--- src/common/fpc_regs.svh ---
/*
 * register offsets, field positions, reset values and timing counts of the
 * passive parallel configuration port.
 * assumes a word-wide register port with a 4-bit word address.
 */
`ifndef FPC_REGS_SVH
`define FPC_REGS_SVH

// register word addresses
`define FPC_A_CTRL 4'h0
`define FPC_A_STATUS 4'h1
`define FPC_A_COUNT 4'h2
`define FPC_A_EXPECT 4'h3
`define FPC_A_LAST 4'h4
`define FPC_A_IRQ_STAT 4'h5
`define FPC_A_IRQ_MASK 4'h6
`define FPC_A_UIO_OUT 4'h7
`define FPC_A_UIO_OE 4'h8
`define FPC_A_UIO_IN 4'h9

// control fields and reset values
`define FPC_CTRL_W16 0
`define FPC_CTRL_DECOMP 1
`define FPC_CTRL_SECURE 2
`define FPC_CTRL_RST 3'h0
`define FPC_EXPECT_RST 24'h00_0100

// interrupt status bits
`define FPC_IRQ_DONE 0
`define FPC_IRQ_USER 1
`define FPC_IRQ_ABORT 2
`define FPC_IRQ_TRIG 3

// clocks per word
`define FPC_RATIO_1 3'h1
`define FPC_RATIO_2 3'h2
`define FPC_RATIO_4 3'h4

// option word and bit that enable the init-complete output
`define FPC_OPT_WORD 24'h00_0000
`define FPC_OPT_BIT 0

// timing
`define FPC_INIT_FALLS 2'h2
`define FPC_MCLK_MHZ 10
`define FPC_POR_TIME_NS 100000
`define FPC_POR_CYCLES ((`FPC_POR_TIME_NS * `FPC_MCLK_MHZ + 999) / 1000)

`endif

--- src/common/fpc_pkg.sv ---
/*
 * types shared by the configuration port modules.
 * assumes nothing beyond a SystemVerilog compiler.
 */
package fpc_pkg;
   // loader states
   typedef enum logic [2:0] {
      st_por = 3'b000,
      st_clear = 3'b001,
      st_load = 3'b010,
      st_init = 3'b011,
      st_user = 3'b100
   } fpc_state_e;
   typedef logic [23:0] fpc_count_t;
endpackage

--- src/common/fpc_link_if.sv ---
/*
 * synchronised view of the configuration pins, passed from the
 * synchroniser to the loader.
 * assumes both ends run on mclk.
 */
interface fpc_link_if;
   logic rise;
   logic fall;
   logic trig_low;
   logic [31:0] data;
   modport drive (output rise, output fall, output trig_low, output data);
   modport take (input rise, input fall, input trig_low, input data);
endinterface

--- src/hw/fpc_link_sync.sv ---
/*
 * two-flop synchronisers for the configuration pins and edge finder for
 * the host-driven configuration clock.
 * assumes the host clock is several mclk periods long.
 */
module fpc_link_sync (
   // system
   input wire logic mclk,
   input wire logic rst,
   // pins
   input wire logic cfg_bit_clock,
   input wire logic reconfig_trigger_low,
   input wire logic [31:0] data_in,
   // synchronised side
   fpc_link_if.drive lk
);
   logic [33:0] s1_r, s2_r, s1_nxt, s2_nxt;
   logic clk_d_r, clk_d_nxt;

   // first flop feeds only the second; edges come from second and third
   always_comb begin
      s1_nxt = {cfg_bit_clock, reconfig_trigger_low, data_in};
      s2_nxt = s1_r;
      clk_d_nxt = s2_r[33];
   end

   // sync registers, trigger idles high
   always_ff @(posedge mclk or posedge rst) begin
      if (rst) begin
         s1_r <= {2'h1, 32'h0000_0000};
         s2_r <= {2'h1, 32'h0000_0000};
         clk_d_r <= 1'b0;
      end else begin
         s1_r <= s1_nxt;
         s2_r <= s2_nxt;
         clk_d_r <= clk_d_nxt;
      end
   end

   // edge pulses and levels
   assign lk.rise = s2_r[33] & ~clk_d_r;
   assign lk.fall = ~s2_r[33] & clk_d_r;
   assign lk.trig_low = ~s2_r[32];
   assign lk.data = s2_r[31:0];
endmodule

--- src/hw/fpc_loader.sv ---
/*
 * passive parallel configuration loader: takes 8- or 16-bit words on the
 * host clock, reports progress, enters user mode, hands pins to user i/o.
 * assumes host pins are asynchronous to mclk and open-drain pull-ups exist.
 */
// Notes on behaviour
// - in 8-bit mode one clock per word, two when decompression is on.
// - in 16-bit mode one clock, two with security only, four with decompression.
// - in user mode the trigger, status and load-complete lines all sit high.
// - driving the trigger low abandons user mode and starts a new load.
// - after power-up the status line is held low for the power-on delay.
// - the load-complete flag stays low from power-up until loading ends.
// - in user mode the configuration clock is ignored.
// - 16-bit words use data bits 15..0, 8-bit words bits 7..0 only.
// - after loading the 32 data pins become user i/o as set by software.
// - load-complete is released only after the whole bitstream arrived.
// - an enabled init-complete output goes low once its option bit loads.
`include "fpc_regs.svh"
module fpc_loader #(
   parameter int POR_CYC = `FPC_POR_CYCLES
) (
   // system
   input wire logic mclk,
   input wire logic rst,
   // register port
   input wire logic [3:0] addr,
   input wire logic [31:0] wdata,
   input wire logic wr,
   input wire logic rd,
   output logic [31:0] rdata,
   output logic irq,
   // configuration pins
   input wire logic cfg_bit_clock,
   input wire logic reconfig_trigger_low,
   input wire logic [31:0] data_in,
   output logic [31:0] data_out,
   output logic [31:0] data_oe,
   output logic cfg_status_out,
   output logic cfg_status_oe,
   output logic load_complete_flag_out,
   output logic load_complete_flag_oe,
   output logic init_complete_out,
   output logic init_complete_oe
);
   fpc_link_if lk ();
   fpc_pkg::fpc_state_e state_r, state_nxt;
   fpc_pkg::fpc_count_t wcnt_r, wcnt_nxt, expect_r, expect_nxt;
   logic [15:0] por_r, por_nxt, last_r, last_nxt, word_in, word_now;
   logic [2:0] ecnt_r, ecnt_nxt, ctrl_r, ctrl_nxt, ratio;
   logic [1:0] fall_r, fall_nxt;
   logic [3:0] stat_r, stat_nxt, mask_r, mask_nxt, ev;
   logic [31:0] uo_r, uo_nxt, ue_r, ue_nxt, rdata_nxt;
   logic init_en_r, init_en_nxt, take;
   logic st_oe_nxt, dn_oe_nxt, in_oe_nxt, irq_nxt;
   logic [31:0] d_oe_nxt;

   fpc_link_sync u_sync (
      .mclk(mclk),
      .rst(rst),
      .cfg_bit_clock(cfg_bit_clock),
      .reconfig_trigger_low(reconfig_trigger_low),
      .data_in(data_in),
      .lk(lk)
   );

   // clocks per data word for width, decompression and security
   function automatic logic [2:0] ratio_f(input logic [2:0] c);
      if (!c[`FPC_CTRL_W16])
         ratio_f = c[`FPC_CTRL_DECOMP] ? `FPC_RATIO_2 : `FPC_RATIO_1;
      else if (c[`FPC_CTRL_DECOMP])
         ratio_f = `FPC_RATIO_4;
      else
         ratio_f = c[`FPC_CTRL_SECURE] ? `FPC_RATIO_2 : `FPC_RATIO_1;
   endfunction

   // word lanes by width
   assign word_in = ctrl_r[`FPC_CTRL_W16] ? lk.data[15:0] :
      {8'h00, lk.data[7:0]};
   assign ratio = ratio_f(ctrl_r);
   assign word_now = (ecnt_r == 3'h0) ? word_in : last_r;

   // loader sequence
   always_comb begin
      state_nxt = state_r;
      por_nxt = por_r;
      ecnt_nxt = ecnt_r;
      wcnt_nxt = wcnt_r;
      fall_nxt = fall_r;
      last_nxt = last_r;
      init_en_nxt = init_en_r;
      ev = 4'h0;
      take = 1'b0;
      case (state_r)
         fpc_pkg::st_por: begin
            if (por_r == 16'(POR_CYC - 1))
               state_nxt = fpc_pkg::st_clear;
            else
               por_nxt = por_r + 16'h0001;
         end
         fpc_pkg::st_clear: begin
            ecnt_nxt = 3'h0;
            wcnt_nxt = 24'h00_0000;
            fall_nxt = 2'h0;
            init_en_nxt = 1'b0;
            if (!lk.trig_low)
               state_nxt = fpc_pkg::st_load;
         end
         fpc_pkg::st_load: begin
            if (lk.rise) begin
               if (ecnt_r == 3'h0)
                  last_nxt = word_in;
               if (ecnt_r == 3'(ratio - 3'h1)) begin
                  take = 1'b1;
                  ecnt_nxt = 3'h0;
                  wcnt_nxt = wcnt_r + 24'h00_0001;
                  if (wcnt_r == `FPC_OPT_WORD && word_now[`FPC_OPT_BIT])
                     init_en_nxt = 1'b1;
                  if (wcnt_r == 24'(expect_r - 24'h00_0001)) begin
                     state_nxt = fpc_pkg::st_init;
                     ev[`FPC_IRQ_DONE] = 1'b1;
                  end
               end else begin
                  ecnt_nxt = ecnt_r + 3'h1;
               end
            end
         end
         fpc_pkg::st_init: begin
            if (lk.fall) begin
               if (fall_r == 2'(`FPC_INIT_FALLS - 2'h1)) begin
                  state_nxt = fpc_pkg::st_user;
                  ev[`FPC_IRQ_USER] = 1'b1;
               end else begin
                  fall_nxt = fall_r + 2'h1;
               end
            end
         end
         fpc_pkg::st_user: begin
            state_nxt = fpc_pkg::st_user;
         end
         default: state_nxt = fpc_pkg::st_clear;
      endcase
      // trigger low restarts from any state but power-on and clear
      if (lk.trig_low && state_r != fpc_pkg::st_por && state_r != fpc_pkg::st_clear) begin
         state_nxt = fpc_pkg::st_clear;
         ev[`FPC_IRQ_TRIG] = 1'b1;
         ev[`FPC_IRQ_ABORT] = (state_r == fpc_pkg::st_load);
      end
   end

   // pin drive levels follow the next state; status, load-complete and init-complete lines let go in user mode
   always_comb begin
      st_oe_nxt = (state_nxt == fpc_pkg::st_por) || (state_nxt == fpc_pkg::st_clear);
      dn_oe_nxt = (state_nxt != fpc_pkg::st_init) && (state_nxt != fpc_pkg::st_user);
      in_oe_nxt = init_en_nxt && (state_nxt != fpc_pkg::st_user);
      d_oe_nxt = (state_nxt == fpc_pkg::st_user) ? ue_nxt : 32'h0000_0000;
   end

   // register port: writes, sticky status with set over clear, read data
   always_comb begin
      ctrl_nxt = ctrl_r;
      expect_nxt = expect_r;
      mask_nxt = mask_r;
      uo_nxt = uo_r;
      ue_nxt = ue_r;
      stat_nxt = stat_r;
      rdata_nxt = 32'h0000_0000;
      if (wr) begin
         case (addr)
            `FPC_A_CTRL: ctrl_nxt = wdata[2:0];
            `FPC_A_EXPECT: expect_nxt = wdata[23:0];
            `FPC_A_IRQ_MASK: mask_nxt = wdata[3:0];
            `FPC_A_UIO_OUT: uo_nxt = wdata;
            `FPC_A_UIO_OE: ue_nxt = wdata;
            `FPC_A_IRQ_STAT: stat_nxt = stat_r & ~wdata[3:0];
            default: ;
         endcase
      end
      stat_nxt = stat_nxt | ev;
      if (rd) begin
         case (addr)
            `FPC_A_CTRL: rdata_nxt = {29'h0000_0000, ctrl_r};
            `FPC_A_STATUS: rdata_nxt = {27'h000_0000, init_en_r, 1'b0, state_r};
            `FPC_A_COUNT: rdata_nxt = {8'h00, wcnt_r};
            `FPC_A_EXPECT: rdata_nxt = {8'h00, expect_r};
            `FPC_A_LAST: rdata_nxt = {16'h0000, last_r};
            `FPC_A_IRQ_STAT: rdata_nxt = {28'h000_0000, stat_r};
            `FPC_A_IRQ_MASK: rdata_nxt = {28'h000_0000, mask_r};
            `FPC_A_UIO_OUT: rdata_nxt = uo_r;
            `FPC_A_UIO_OE: rdata_nxt = ue_r;
            `FPC_A_UIO_IN: rdata_nxt = lk.data;
            default: rdata_nxt = 32'h0000_0000;
         endcase
      end
      irq_nxt = |(stat_nxt & mask_nxt);
   end

   // all state and outputs registered
   always_ff @(posedge mclk or posedge rst) begin
      if (rst) begin
         state_r <= fpc_pkg::st_por;
         por_r <= 16'h0000;
         ecnt_r <= 3'h0;
         wcnt_r <= 24'h00_0000;
         fall_r <= 2'h0;
         last_r <= 16'h0000;
         init_en_r <= 1'b0;
         ctrl_r <= `FPC_CTRL_RST;
         expect_r <= `FPC_EXPECT_RST;
         mask_r <= 4'h0;
         stat_r <= 4'h0;
         uo_r <= 32'h0000_0000;
         ue_r <= 32'h0000_0000;
         rdata <= 32'h0000_0000;
         irq <= 1'b0;
         data_out <= 32'h0000_0000;
         data_oe <= 32'h0000_0000;
         cfg_status_oe <= 1'b1;
         load_complete_flag_oe <= 1'b1;
         init_complete_oe <= 1'b0;
         cfg_status_out <= 1'b0;
         load_complete_flag_out <= 1'b0;
         init_complete_out <= 1'b0;
      end else begin
         state_r <= state_nxt;
         por_r <= por_nxt;
         ecnt_r <= ecnt_nxt;
         wcnt_r <= wcnt_nxt;
         fall_r <= fall_nxt;
         last_r <= last_nxt;
         init_en_r <= init_en_nxt;
         ctrl_r <= ctrl_nxt;
         expect_r <= expect_nxt;
         mask_r <= mask_nxt;
         stat_r <= stat_nxt;
         uo_r <= uo_nxt;
         ue_r <= ue_nxt;
         rdata <= rdata_nxt;
         irq <= irq_nxt;
         data_out <= uo_nxt;
         data_oe <= d_oe_nxt;
         cfg_status_oe <= st_oe_nxt;
         load_complete_flag_oe <= dn_oe_nxt;
         init_complete_oe <= in_oe_nxt;
         cfg_status_out <= 1'b0;
         load_complete_flag_out <= 1'b0;
         init_complete_out <= 1'b0;
      end
   end
endmodule

--- config.mk ---
export PLATFORM = sky130hd
export DESIGN_NAME = fpc_loader
export DESIGN_NICKNAME = d
export VERILOG_FILES = /design/src/common/fpc_pkg.sv /design/src/common/fpc_link_if.sv /design/src/hw/fpc_link_sync.sv /design/src/hw/fpc_loader.sv
export VERILOG_INCLUDE_DIRS = /design/src /design/src/common
export SDC_FILE = /design/constraint.sdc
export NUM_CORES = 1
export LEC_CHECK = 0
export ABC_AREA = 1
export BUFFER_PORTS_ARGS = -buffer_cell sky130_fd_sc_hd__buf_2
export CAP_MARGIN = 25
export CORE_ASPECT_RATIO = 1.25
export CORE_UTILIZATION = 60
export CTS_CLUSTER_SIZE = 40
export DETAILED_ROUTE_END_ITERATION = 10
export GPL_TIMING_DRIVEN = 1
export PLACE_DENSITY = 0.92
export SYNTH_ARGS = -nofsm -noshare
export SYNTH_HDL_FRONTEND = slang
export SYNTH_HIERARCHICAL = 1
export SYNTH_SLANG_ARGS = --single-unit
--- constraint.sdc ---
create_clock -name mclk -period 14.4 [get_ports mclk]
set_input_delay 0.72 -clock mclk [delete_from_list [all_inputs] [get_ports mclk]]
set_output_delay 0.72 -clock mclk [all_outputs]
set_load 0.03 [all_outputs]
* Word level (Yosys, flattened, before mapping)
Cells that the tools add are included.
** Storage, ports and cells
- Register bits :: 301
- Bits in latches :: 0
- Memory bits (writable) :: 0
- Memory bits (read-only) :: 0
- Bits of input ports :: 74
- Output and inout bits :: 103
- Word-level logic and storage cells :: 134
- Memories kept :: 0
** Operators by class
- $add $sub $neg :: 6
- $mul :: 0
- Divide/modulo/power cells :: 0
- Magnitude comparators :: 0
- Eq/ne operators :: 26
- Shift-type cells :: 0
- Mux-type cells :: 45
- Bitwise gates (word level) :: 10
- Reduce and logical (&&, ||, !) cells :: 24
** Operator list (count)
- one-hot mux 32 bit (10 select lines) :: 1
- two-way mux 32 bit :: 4
- two-way mux 24 bit :: 2
- one-hot mux 24 bit (2 select lines) :: 1
- two-way mux 3 bit :: 12
- adder 24 x 1 -> 24 bit (second input constant) :: 1
- == test 24 bit :: 1
- logical NOT 24 bit :: 1
- subtractor 24 x 1 -> 24 bit (second input constant) :: 1
- adder 16 x 1 -> 16 bit (second input constant) :: 1
- == test 16 x 10 -> 1 bit (second input constant) :: 1
- == test 4 x 3 -> 1 bit (second input constant) :: 4
- two-way mux 16 bit :: 1
- two-way mux 4 bit :: 4
- one-hot mux 3 bit (5 select lines) :: 1
- AND reduction 2 bit :: 6
- two-way mux 1 bit :: 11
- two-way mux 2 bit :: 5
- logical NOT 3 bit :: 3
- AND reduction 3 bit :: 3
- AND 4 bit :: 2
- == test 4 x 2 -> 1 bit (second input constant) :: 2
- == test 4 bit (second input constant) :: 2
- inequality test 2 bit (second input constant) :: 4
- 25 further kinds :: 37

* Logic depth before layout (Yosys ltp)
- Depth in word-level cells :: 11
- Depth in mapped cells :: 16
- Mapped depth without buffers :: 16

* Cells and area by module
The synthesis kept the hierarchy.
** By module, submodules not included
- fpc_loader :: instances 1, cells each 1392, area an instance 11322.1 um^2, sequential area each 5809.3 um^2
- fpc_link_sync :: instances 1, cells each 107, area an instance 1991.9 um^2, sequential area each 1729.2 um^2

* Worst setup path after synthesis
OpenSTA, ideal clock, no wires.
- Path type :: reg-to-reg
- Start :: register ctrl_r[2]
- End :: register wcnt_r[16]
- Setup time :: 0.123 ns
- Data arrival time :: 2.025 ns
- Required time :: 14.277 ns
- Path slack :: 12.252 ns
- Cell stages (with the launch flop) :: 14
- Path buffers :: 0
- Clock period less this slack :: 2.148 ns
- Cell sequence :: dfrtp_1 a21oi_1 inv_1 ha_1 xor2_1 nand2_1 nor2_1 nand3_1 nand2_1 o21ai_4 inv_4 nand3b_2 nor3b_1 nor2_1
** Between the ends
- Word-level cells in the longest chain between the ends :: 7
** RTL lines
- start: declaration :: RTL line fpc_loader.sv:49 : logic [2:0] ecnt_r, ecnt_nxt, ctrl_r, ctrl_nxt, ratio;
- start signal: assignment :: RTL line fpc_loader.sv:207 : ctrl_r <= `FPC_CTRL_RST;
- start signal: assignment :: RTL line fpc_loader.sv:231 : ctrl_r <= ctrl_nxt;
- two-way mux 2 bit (no source line)
- two-way mux 3 bit :: RTL line fpc_loader.sv:70 : else if (c[`FPC_CTRL_DECOMP])
- two-way mux 3 bit :: RTL line fpc_loader.sv:68 : if (!c[`FPC_CTRL_W16])
- subtractor 3 x 1 -> 3 bit :: RTL line fpc_loader.sv:112 : if (ecnt_r == 3'(ratio - 3'h1)) begin
- == test 3 bit :: RTL line fpc_loader.sv:112
- inequality test 2 bit (no source line)
- AND reduction 3 bit (no source line)
- end signal: assignment :: RTL line fpc_loader.sv:227 : wcnt_r <= wcnt_nxt;
- end: declaration :: RTL line fpc_loader.sv:47 : fpc_pkg::fpc_count_t wcnt_r, wcnt_nxt, expect_r, expect_nxt;
Every way passes these cells.
A chain may end at the register's enable or synchronous reset.

* Final worst setup path
- Start :: register ctrl_r[0]
- End :: register wcnt_r[16]
** Between the ends
- Word-level cells in the longest chain between the ends :: 5
** RTL lines (RTL line)
- two-way mux 3 bit :: fpc_loader.sv:68
- subtractor 3 x 1 -> 3 bit :: fpc_loader.sv:112
- == test 3 bit :: fpc_loader.sv:112
- inequality test 2 bit (no source line)
- AND reduction 3 bit (no source line)
Every way passes these cells.

==> impl_metrics.ini <==
[run_status]
status = finished clean

[logic_synthesis]
synth_seq_area_share_pct = 56.6
synth.distinct_cells = 43
syn_area_um2 = 13300
ys_ff_latch = 301
syn-instance-count = 1499
async_reset_ff_share_pct = 100
synthFlopType = dfrtp_1
synth-edff-count = 0
ys_warn_count = 6
syn_area_per_cell_um2 = 8.88

[global_route]
grt.overflow.total = 0
grt_pass1_wl_um = 59200
grt_max_degree = 160
gr-usage-all-layers_pct = 33.7
antenna_found_initial = 0
grt_pass1_vias = 11400

[routing]
viasPerCell = 5.90
vias = 11400
initialDrtViolationCount = 1423
routed_wl_um = 37500
ant_nets = 0
wl_per_cell_um = 19.5
firstDrtPassIters = 6
drc = 0

[floorplanning]
floorplan.die_area_um2 = 22800
die_x_um = 135
fp.coreArea_um2 = 21600
rows = 60
io_pins = 177
fp.dieH_um = 169
initial_core_util_pct = 61.6

[worst_setup_path]
critPathMaxFanout = 19
crit_arrival_ps = 3560
end_kind = register
rr_startpoint = ctrl_r[0]
cp-start-kind = register
crit_type = register to register
cp-startpoint = ctrl_r[0]
cp.required_ps = 14850

[sta]
grt_setup_unrepaired = no
tightest_slew_ps = 1120
hold_slack_ps = 208
setup_viol = 0
clock_skew_ps = 13.8
finalHoldViolations = 0
fmax_ghz = 0.321
layout_min_cycle_time_ps = 3110
maxSlewHeadroom_pct = 25.4
setup_tns_ps = 0
slew_viol_final = 0
finalCritPeriodShare_pct = 21.6

[clock_network]
cts_tree = done
cts_max_level = 1
cts_buffer_depth = 3
holdBufCountCts = 0
cts_setup_buffers = 0
clk_pin_slew_ps = 70
cts_buffers = 28
post_cts_resized = 0
cts_root_buffer = clkbuf_16
clock_latency_ps = 570
cts_num_sinks = 301

[power_and_ir_drop]
combPwrFrac_pct = 14.9
p_int_mw = 1.42
switchingPower_mw = 0.610
p_clk_share_pct = 36.8
ir_drop_v = 0.000135
powerDensity_nw_per_um2 = 134
seqPwrFrac_pct = 48.3
p_leak_nw = 7.73
netSwitchingFraction_pct = 30.0

[cells_and_area]
drive_gt1_share_pct = 15.9
area_growth_pct = 13.9
fillers = 1553
num-nets-final = 1704

[placement]
gp_congestion = 0.949
io_buffers = 173
dpl.hpwl_um = 25000

[run]
maxCapViolCount = 0

[hold_path]
hp-class = input pin to async pin
sequential cells by signal (all words and copies together), names as in the netlist, 16 cells and up:
| signal | cells |
|---|---|
| last_r | 16 |
| uo_r | 32 |
| por_r | 16 |
| u_sync/s1_r | 34 |
| expect_r | 24 |
| rdata | 32 |
| u_sync/s2_r | 34 |
| data_oe | 32 |
| wcnt_r | 24 |
| ue_r | 32 |
cell usage after synthesis, drive strengths merged (10+ instances only):
library cell / count / area share [%]
nand2: 389 / 11
dfrtp: 296 / 56
inv: 149 / 4.2
o21ai: 149 / 5.7
nor2: 115 / 3.4
nand3: 68 / 2.6
clkbuf: 49 / 1.4
buf: 44 / 2.3
a21oi: 39 / 1.5
xor2: 31 / 2.0
and2: 28 / 1.3
nand4: 19 / 0.89
xnor2: 16 / 1.1
nor3: 15 / 0.72
a221oi: 14 / 0.92
nor4: 11 / 0.52
nand3b: 10 / 0.59
layout by cell type (no fill, tap or decap), types with 8 or more instances in the layout:
| master | count |
|---|---|
| nor2_1 | 107 |
| o21ai_1 | 14 |
| nand2_1 | 387 |
| dfrtp_1 | 296 |
| o21ai_0 | 134 |
| nand4_1 | 19 |
| inv_1 | 141 |
| nand3b_1 | 9 |
| xnor2_1 | 16 |
| buf_2 | 173 |
| xor2_1 | 31 |
| a221oi_1 | 14 |
| nand3_1 | 68 |
| a21oi_1 | 38 |
| a31oi_1 | 9 |
| nor3_1 | 12 |
| nor4_1 | 11 |
| clkbuf_16 | 28 |
| ha_1 | 8 |
| and2_1 | 28 |
layout make-up:
class	instances	area, um2	area share, %
Sequential cell	301	7540	49.7
Multi-Input combinational cell	958	4730	31.2
Timing Repair Buffer	184	1030	6.82
Clock buffer	37	795	5.24
Inverter	149	571	3.76
Tap cell	279	349	2.30
Clock inverter	14	135	0.891
Antenna cell	1	2.50	0.0165
metal layers:
metal	share of wire, %	up-vias	GRT usage, %
met5	0	-	0
met4	5.7	0	19.8
met3	8.6	187	5.57
met2	49	738	54.4
met1	37	5364	42.9
li1	-	5063	-
kinds of logic after synthesis:
logic type / share of synthesized area, %
AO/OA/AOI/OAI: 10.5
buffers and inverters: 7.93
adder cells (fa/ha/maj): 0.752
flip-flops: 56.6
other: 0.0282
AND/OR/NAND/NOR: 21.1
XOR/XNOR: 3.09
worst paths after layout:
kind	slack [ps]	endpoint	depth (start not counted)
setup / recovery	11290	wcnt_r[16]	14
hold / removal	210	rdata[30]	2
setup reg to reg	11290	wcnt_r[16]	14
hold reg to reg	350	u_sync/s2_r[0]	0
max in group asynchronous	13230	load_complete_flag_oe	4
min in group mclk	260	u_sync/s1_r[22]	1
power groups by stage:
stage | clock [mW] | combinational, mW | sequential [mW]
2_1_floorplan | 0 | 0.170 | 1.02
3_3_place_gp | 0 | 0.279 | 0.990
3_5_place_dp | 0 | 0.293 | 0.991
4_1_cts | 0.749 | 0.298 | 0.978
5_1_grt | 0.785 | 0.332 | 0.987
6_report | 0.748 | 0.303 | 0.981
worst max-delay path: stages (launching register included):
cell and delay (ps):
dfrtp_1 690, a21oi_1 230, inv_1 120, nand2_1 60, ha_1 280, xor2_1 150, nand2_1 70, nor2_1 150
nand3_1 190, nand2_1 210, o21ai_4 190, inv_4 230, nand3b_2 130, nor3b_1 210, nor2_1 70
metrics by stage:
step | worst slack, ps | area, um2 | cells | utilization (%) | power, mW
finish | 11290 | 15200 | 1923 | 70.1 | 2.03
global route | 11110 | 15200 | 1922 | 70.1 | 2.10
CTS | 11330 | 15100 | 1919 | 69.8 | 2.02
detailed placement | 10860 | 14200 | 1868 | 65.5 | 1.28
global placement | 11050 | 14100 | 1866 | 65.2 | 1.27
floorplan | 7320 | 13300 | 1501 | - | 1.19
No activity file was read; power rests on OpenSTA's default activity.
